### config.mk
export PLATFORM = sky130hd
export DESIGN_NAME = poc_top
export DESIGN_NICKNAME = d
export VERILOG_FILES = /design/src/rtl/poc_pkg.sv /design/src/rtl/poc_top.sv
export SDC_FILE = /design/constraint.sdc
export NUM_CORES = 1
export LEC_CHECK = 0
export BUFFER_PORTS_ARGS = -buffer_cell sky130_fd_sc_hd__clkbuf_2
export CORE_ASPECT_RATIO = 2
export CORE_MARGIN = 2
export CORE_UTILIZATION = 50
export DETAILED_ROUTE_END_ITERATION = 12
export GPL_ROUTABILITY_DRIVEN = 0
export GPL_TIMING_DRIVEN = 0
export PLACE_DENSITY = 0.71
export SLEW_MARGIN = 20
export SYNTH_ARGS = -nofsm -noshare
export SYNTH_HDL_FRONTEND = slang
export SYNTH_SLANG_ARGS = --single-unit
### constraint.sdc
create_clock -name pclk -period 4.8 [get_ports pclk]
set_input_delay 0.48 -clock pclk [delete_from_list [all_inputs] [get_ports pclk]]
set_output_delay 0.48 -clock pclk [all_outputs]
set_load 0.05 [all_outputs]
### src/rtl/poc_pkg.sv
// Package for the pin ownership and parallel I/O control block.
// Assumes a 32-bit APB slave with word-aligned registers.
package poc_pkg;
  localparam int NPINS = 32;
  // Register byte offsets
  localparam logic [7:0] OFS_OWN_SET = 8'h00;
  localparam logic [7:0] OFS_OWN_CLR = 8'h04;
  localparam logic [7:0] OFS_OWN_STS = 8'h08;
  localparam logic [7:0] OFS_OE_SET = 8'h10;
  localparam logic [7:0] OFS_OE_CLR = 8'h14;
  localparam logic [7:0] OFS_OE_STS = 8'h18;
  localparam logic [7:0] OFS_FLT_SET = 8'h20;
  localparam logic [7:0] OFS_FLT_CLR = 8'h24;
  localparam logic [7:0] OFS_FLT_STS = 8'h28;
  localparam logic [7:0] OFS_OD_SET = 8'h30;
  localparam logic [7:0] OFS_OD_CLR = 8'h34;
  localparam logic [7:0] OFS_OD_STS = 8'h38;
  localparam logic [7:0] OFS_PIN_STS = 8'h3C;
  localparam logic [7:0] OFS_IRQ_SET = 8'h40;
  localparam logic [7:0] OFS_IRQ_CLR = 8'h44;
  localparam logic [7:0] OFS_IRQ_STS = 8'h48;
  localparam logic [7:0] OFS_CHG_STS = 8'h4C;
  localparam logic [7:0] OFS_MD_SET = 8'h50;
  localparam logic [7:0] OFS_MD_CLR = 8'h54;
  localparam logic [7:0] OFS_MD_STS = 8'h58;
  // Reset values
  localparam logic [31:0] RST_OWN = 32'hFFFF_FFFF;
  localparam logic [31:0] RST_ZERO = 32'h0000_0000;
  // One control property: write-1 set, write-1 clear, readable state
  typedef struct packed {
    logic [31:0] own;
    logic [31:0] oe;
    logic [31:0] flt;
    logic [31:0] od;
    logic [31:0] irq;
    logic [31:0] md;
  } poc_ctrl_s;
endpackage

### src/rtl/poc_top.sv
// Pin ownership and parallel I/O control, 32 pins, APB register slave.
// Assumes pins arrive unsynchronised; peripherals run on pclk.
// Notes on behaviour
// - Writing one to an ownership-set bit gives that pin to the I/O block.
// - A pin under I/O control feeds logic zero to its peripheral input.
// - The ownership-set register is write-only at offset 0x00, bit n is pin n.
// - Each property has a set, a clear and a read-only status register.
// - Output data has set and clear registers, with data and level status.
// - Change status resets to zero but catches changes after reset.
// - Pin level status resets to zero and then follows the pins.
//
// Design decision made here: the APB register port.
`timescale 1ns/1ps
`default_nettype none
module poc_top (
  input wire logic pclk,
  input wire logic presetn,
  input wire logic psel,
  input wire logic penable,
  input wire logic pwrite,
  input wire logic [7:0] paddr,
  input wire logic [31:0] pwdata,
  output logic [31:0] prdata,
  output logic pready,
  output logic pslverr,
  input wire logic [31:0] pin_in,
  output logic [31:0] pin_out,
  output logic [31:0] pin_oe,
  input wire logic [31:0] periph_out,
  input wire logic [31:0] periph_oe,
  output logic [31:0] periph_in,
  output logic pin_change_irq
);
  poc_pkg::poc_ctrl_s ctrl_ff, nxt_ctrl;
  logic [31:0] sync1_ff, sync2_ff, filt_ff, nxt_filt, last_ff, nxt_last;
  logic [31:0] chg_ff, nxt_chg;
  logic [31:0] prdata_ff, nxt_prdata;
  logic [31:0] pout_ff, nxt_pout, poe_ff, nxt_poe, pin_ff, nxt_pin;
  logic pready_ff, nxt_pready, pslverr_ff, nxt_pslverr, irq_ff, nxt_irq;
  logic acc, wr, rd, hit;
  logic [31:0] lvl;

  // set wins
  // Apply set and clear masks; set wins when both touch a bit
  function automatic logic [31:0] setclr(input logic [31:0] cur,
      input logic s, input logic c, input logic [31:0] m);
    logic [31:0] r;
    r = cur;
    if (c) begin
      r = r & ~m;
    end
    if (s) begin
      r = r | m;
    end
    return r;
  endfunction

  // Access cycle before the answer: read data is taken here
  assign acc = psel & penable & ~pready_ff;
  assign rd = acc & ~pwrite;
  // Writes land only at the edge where the master sees pready high
  assign wr = psel & penable & pwrite & pready_ff;

  // Pin synchroniser: two stages before any logic
  always_ff @(posedge pclk or negedge presetn) begin
    if (!presetn) begin
      sync1_ff <= poc_pkg::RST_ZERO;
      sync2_ff <= poc_pkg::RST_ZERO;
    end else begin
      sync1_ff <= pin_in;
      sync2_ff <= sync1_ff;
    end
  end

  // Glitch filter: a level must hold two samples before it passes
  always_comb begin
    nxt_filt = filt_ff;
    for (int i = 0; i < poc_pkg::NPINS; i++) begin
      if (!ctrl_ff.flt[i] || sync2_ff[i] == last_ff[i]) begin
        nxt_filt[i] = sync2_ff[i];
      end
    end
    nxt_last = sync2_ff;
  end
  assign lvl = filt_ff;

  // Register writes and change capture
  always_comb begin
    nxt_ctrl = ctrl_ff;
    nxt_ctrl.own = setclr(ctrl_ff.own, wr && paddr == poc_pkg::OFS_OWN_SET,
      wr && paddr == poc_pkg::OFS_OWN_CLR, pwdata);
    nxt_ctrl.oe = setclr(ctrl_ff.oe, wr && paddr == poc_pkg::OFS_OE_SET,
      wr && paddr == poc_pkg::OFS_OE_CLR, pwdata);
    nxt_ctrl.flt = setclr(ctrl_ff.flt, wr && paddr == poc_pkg::OFS_FLT_SET,
      wr && paddr == poc_pkg::OFS_FLT_CLR, pwdata);
    nxt_ctrl.irq = setclr(ctrl_ff.irq, wr && paddr == poc_pkg::OFS_IRQ_SET,
      wr && paddr == poc_pkg::OFS_IRQ_CLR, pwdata);
    nxt_ctrl.md = setclr(ctrl_ff.md, wr && paddr == poc_pkg::OFS_MD_SET,
      wr && paddr == poc_pkg::OFS_MD_CLR, pwdata);
    nxt_ctrl.od = setclr(ctrl_ff.od, wr && paddr == poc_pkg::OFS_OD_SET,
      wr && paddr == poc_pkg::OFS_OD_CLR, pwdata);
    // changes stick; a change in the read cycle survives the clear
    nxt_chg = chg_ff;
    if (rd && paddr == poc_pkg::OFS_CHG_STS) begin
      nxt_chg = poc_pkg::RST_ZERO;
    end
    nxt_chg = nxt_chg | (lvl ^ nxt_filt);
  end

  // Pin and peripheral muxing, registered so outputs come from flops
  always_comb begin
    // Defaults keep every bit assigned on every path
    nxt_pout = poc_pkg::RST_ZERO;
    nxt_poe = poc_pkg::RST_ZERO;
    for (int i = 0; i < poc_pkg::NPINS; i++) begin
      if (ctrl_ff.own[i]) begin
        // Open drain: drive only a low level
        nxt_pout[i] = ctrl_ff.md[i] ? 1'b0 : ctrl_ff.od[i];
        nxt_poe[i] = ctrl_ff.oe[i] & (~ctrl_ff.md[i] | ~ctrl_ff.od[i]);
      end else begin
        nxt_pout[i] = ctrl_ff.md[i] ? 1'b0 : periph_out[i];
        nxt_poe[i] = periph_oe[i] & (~ctrl_ff.md[i] | ~periph_out[i]);
      end
    end
    // owned pins hold peripheral input at zero
    nxt_pin = lvl & ~ctrl_ff.own;
    nxt_irq = |(chg_ff & ctrl_ff.irq);
  end

  // APB answer: one wait state, unmapped read gives zero and error
  always_comb begin
    hit = 1'b1;
    nxt_prdata = poc_pkg::RST_ZERO;
    case (paddr)
      // Status registers are read-only: a write is refused
      poc_pkg::OFS_OWN_STS: begin
        nxt_prdata = ctrl_ff.own;
        hit = ~pwrite;
      end
      poc_pkg::OFS_OE_STS: begin
        nxt_prdata = ctrl_ff.oe;
        hit = ~pwrite;
      end
      poc_pkg::OFS_FLT_STS: begin
        nxt_prdata = ctrl_ff.flt;
        hit = ~pwrite;
      end
      poc_pkg::OFS_OD_STS: begin
        nxt_prdata = ctrl_ff.od;
        hit = ~pwrite;
      end
      // live filtered pin levels, reset to zero with the filter
      poc_pkg::OFS_PIN_STS: begin
        nxt_prdata = lvl;
        hit = ~pwrite;
      end
      poc_pkg::OFS_IRQ_STS: begin
        nxt_prdata = ctrl_ff.irq;
        hit = ~pwrite;
      end
      poc_pkg::OFS_CHG_STS: begin
        nxt_prdata = chg_ff;
        hit = ~pwrite;
      end
      poc_pkg::OFS_MD_STS: begin
        nxt_prdata = ctrl_ff.md;
        hit = ~pwrite;
      end
      poc_pkg::OFS_OWN_SET, poc_pkg::OFS_OWN_CLR, poc_pkg::OFS_OE_SET,
      poc_pkg::OFS_OE_CLR, poc_pkg::OFS_FLT_SET, poc_pkg::OFS_FLT_CLR,
      poc_pkg::OFS_OD_SET, poc_pkg::OFS_OD_CLR, poc_pkg::OFS_IRQ_SET,
      poc_pkg::OFS_IRQ_CLR, poc_pkg::OFS_MD_SET,
      poc_pkg::OFS_MD_CLR: hit = pwrite;
      default: hit = 1'b0;
    endcase
    if (!rd) begin
      nxt_prdata = prdata_ff;
    end
    // One wait state: the answer follows the first access cycle
    nxt_pready = acc;
    nxt_pslverr = acc & ~hit;
  end

  // State registers
  always_ff @(posedge pclk or negedge presetn) begin
    if (!presetn) begin
      ctrl_ff <= '{own: poc_pkg::RST_OWN, default: poc_pkg::RST_ZERO};
      filt_ff <= poc_pkg::RST_ZERO;
      last_ff <= poc_pkg::RST_ZERO;
      chg_ff <= poc_pkg::RST_ZERO;
      prdata_ff <= poc_pkg::RST_ZERO;
      pout_ff <= poc_pkg::RST_ZERO;
      poe_ff <= poc_pkg::RST_ZERO;
      pin_ff <= poc_pkg::RST_ZERO;
      pready_ff <= 1'b0;
      pslverr_ff <= 1'b0;
      irq_ff <= 1'b0;
    end else begin
      ctrl_ff <= nxt_ctrl;
      filt_ff <= nxt_filt;
      last_ff <= nxt_last;
      chg_ff <= nxt_chg;
      prdata_ff <= nxt_prdata;
      pout_ff <= nxt_pout;
      poe_ff <= nxt_poe;
      pin_ff <= nxt_pin;
      pready_ff <= nxt_pready;
      pslverr_ff <= nxt_pslverr;
      irq_ff <= nxt_irq;
    end
  end

  assign prdata = prdata_ff;
  assign pready = pready_ff;
  assign pslverr = pslverr_ff;
  assign pin_out = pout_ff;
  assign pin_oe = poe_ff;
  assign periph_in = pin_ff;
  assign pin_change_irq = irq_ff;
endmodule
`default_nettype wire

==> out/results.txt <==
Setup TNS = 0 ns
Gr ovfl total = 0
WP buf/inv = 3
Setup crit start = paddr[6]
WS Path Type = input pin to flip-flop
Worst Setup Start Kind = input pin
Kind of cell adding the most delay to the critical path = buffers and inverters
Slowest stage delay, CP = 0.75 ns
Share of the synthesized area in the top cell type = 55.3%
Post-synth EDFFs = 0
Nets = 2196
Max clock buf depth = 3
Maximum vdd drop = 279 uV
Netlist cell types = 45
Cell-internal power = 6.48 mW
Std cell rows = 104
Reg-to-Reg Start = pready$_DFF_PN0_
Crit-path max FO = 10
Routed length per placed instance = 24.7 um
Fin. Hold Viols = 0
Async SR Flop Fraction = 100%
Seq/Total Area, Yosys = 59.5%
# IOs = 272
Core area = 40200 um2
Largest net degree at the start of global routing = 94
Worst-case reg-to-reg path depth = 5
Syn avg cell area = 11.8 um2
Final Power = 8.62 mW
Clock transition at path regs = 0.07 ns
CTS Root Cell = clkbuf_16
Setup violations, final = 0
Skew final = 0.0238 ns
Sequential share of power = 49.3%
Run status = completed
Slew Viols, Final = 0
Drt pass-1 iters = 5
Crit share post-route = 54.3%
CTS tree = done
CP max stage cell = nor3b_1
Drc violations = 0
Worst R2R Setup Slack = 2.20 ns
Crit end category = flip-flop
Power Density = 359 nW/um2
WP data required = 5.26 ns
Syn Nets = 1876
Crit path cell chain = clkbuf_2, nor3b_1, and2_1, buf_2, clkbuf_1, a22oi_1, a31oi_1
Switching share of power = 24.9%
Cells after Synth = 1735
Number of global-route vias before repair = 16000
Main flop type after synthesis = dfrtp_1
Fmax = 0.384 GHz
1st-iter DRT viols = 1352
Hold path startpoint = pin_in[29]
WHS Path Cells = 1
Layout cell share with drive strength beyond 1 = 24.1%
Switching pwr = 2.14 mW
Worst slew pin tran = 0.920 ns
Routed Antenna Nets = 0
Hold Path Class = input pin to flip-flop
Worst hold path endpoint = sync1_ff[29]$_DFF_PN0_
Leakage = 10.7 nW
Clk pwr share = 42.5%
Via-to-Cell Ratio = 6.11
P&R area growth vs syn = 17.8%
Global-route wire length before repair = 96.1 mm
Critical path arrival = 3.07 ns
Slew Limit Headroom = 38.6%
Yosys reg bits = 483
RSZ-0062 raised after global routing = no
Critical R2R Capture = prdata[15]$_DFFE_PN0P_
Crit path time final = 2.61 ns
CTS Buf Count = 42
Synth area leaders = dfrtp_1 55%, a22o_1 8.2%, mux2i_1 6.3%
Chip height = 290 um
CTS Sinks = 483
Largest area contributor in the netlist = dfrtp_1
Die area = 42500 um2
Die width = 147 um
Worst-Skew Late Latency = 0.57 ns
Max Cap Viol = 0
Fillcell total = 3302
Post-DP HPWL = 45.0 mm
Post-Route WL = 64.6 mm
Htree depth = 2
Starting Density = 50.7%
Number of synthesis warnings = 0
Tot GR Track Use = 30.2%
Vias = 16000
Combinational power share = 8.1%
IO buf count = 270
Initial antenna violation count = 2
Synthesized area = 20400 um2
-- metal layers --
layer / global-route usage (%) / wire (um) / share of wire, % / vias to the layer above
li1: - / - / - / 6910
met1: 35.6 / 22500 / 35 / 7989
met2: 51.2 / 32000 / 49 / 876
met3: 4.66 / 5100 / 7.9 / 232
met4: 20.0 / 5030 / 7.8 / 0
met5: 0 / 0 / 0 / -
-- power groups by stage --
stage          sequential, mW  combinational (mW)  clock (mW)
2_1_floorplan            4.48               0.235           0
3_3_place_gp             4.33               0.677           0
3_5_place_dp             4.33               0.701           0
4_1_cts                  4.26               0.706        3.69
6_report                 4.26               0.702        3.67
5_1_grt                  4.26               0.755        3.86
-- final cells by class --
class	count	area (um2)	area share (%)
diodes	2	5.00	0.0208
plain buffers	124	712	2.96
clock buffers	61	1210	5.05
clock inverters	16	244	1.02
inverters	2	7.51	0.0312
multi-input cells	1126	7550	31.4
flip-flops and latches	483	12100	50.5
well taps	530	663	2.76
repair buffers	276	1510	6.27
-- layout by cell type (no fill, tap or decap), types with 3 or more instances in the layout --
master	Yosys	layout
nand2b_1	33	33
mux2i_1	129	129
mux2_2	33	33
nor2_1	71	71
nand4_1	4	4
a21oi_1	129	129
buf_4	6	6
buf_2	41	41
dfrtp_1	451	451
clkinv_2	0	6
clkbuf_4	30	30
a22oi_1	45	45
o22ai_1	32	32
a31oi_1	64	64
bufinv_16	0	6
nor4_4	7	7
o2bb2ai_1	31	31
clkbuf_8	0	8
nand2_1	229	229
buf_16	0	5
buf_6	8	8
dfstp_2	32	32
nor3_1	3	3
a32oi_1	3	3
clkbuf_2	0	269
nand3_1	3	3
clkbuf_1	39	50
a22o_1	190	190
clkbuf_16	0	43
nor2b_1	95	95
-- what timing repair did --
action	CTS	global route
hold buffers	1	0
buffers inserted	0	0
hold endpoints to repair	57	0
resized for setup	0	0
-- cell usage after synthesis (2+ instances only) --
library cell and instances:
nand4_1 4, buf_2 41, xnor2_1 2, or4b_1 2
mux2i_1 129, a32oi_1 3, nand2b_1 33, mux2_2 33
a22oi_1 45, nor3b_1 2, a22o_1 190, and3_1 2
nand3_1 3, dfstp_2 32, o22ai_1 32, clkbuf_4 30
buf_4 6, nor4_4 7, clkbuf_1 39, and3b_1 2
a21oi_1 129, buf_6 8, a31oi_1 64, and2_1 2
nor3_1 3, nor2_1 71, dfrtp_1 451, nor2b_1 95
o2bb2ai_1 31, nand2_1 229
-- cells by family after synthesis --
group	synth area share, %
compound gates	17.6
flops	59.5
simple gates	11.2
mux	8.15
buf+inv	3.53
xor+xnor	0.0859
-- per-stage QoR --
stage                     setup WS, ns  std cells  cell area (um2)  utilization (%)  hold slack, ns
final                             2.19       2620            24000             59.8          0.0116
after CTS                         2.09       2618            24000             59.7         0.00569
after detailed placement          1.79       2540            22600             56.1           0.335
after global routing              1.83       2620            24000             59.8         0.00696
after global placement           -7.40       2535            22400             55.7           0.333
after floorplan                   2.70       1735            20400                -           0.184
-- worst max-delay path by stage --
stage | slack [ns] | endpoint | depth (start not counted)
after detailed placement | 1.79 | prdata[24]$_DFFE_PN0P_ | 7
after CTS | 2.09 | asynchronous set/reset pin | 6
after global placement | -7.40 | pin_oe[16]$_DFF_PN0_ | 1
after global routing | 1.83 | asynchronous set/reset pin | 6
after floorplan | 2.70 | flip-flop | 5
final | 2.19 | prdata[24]$_DFFE_PN0P_ | 7
No activity file was read; power rests on OpenSTA's default activity.
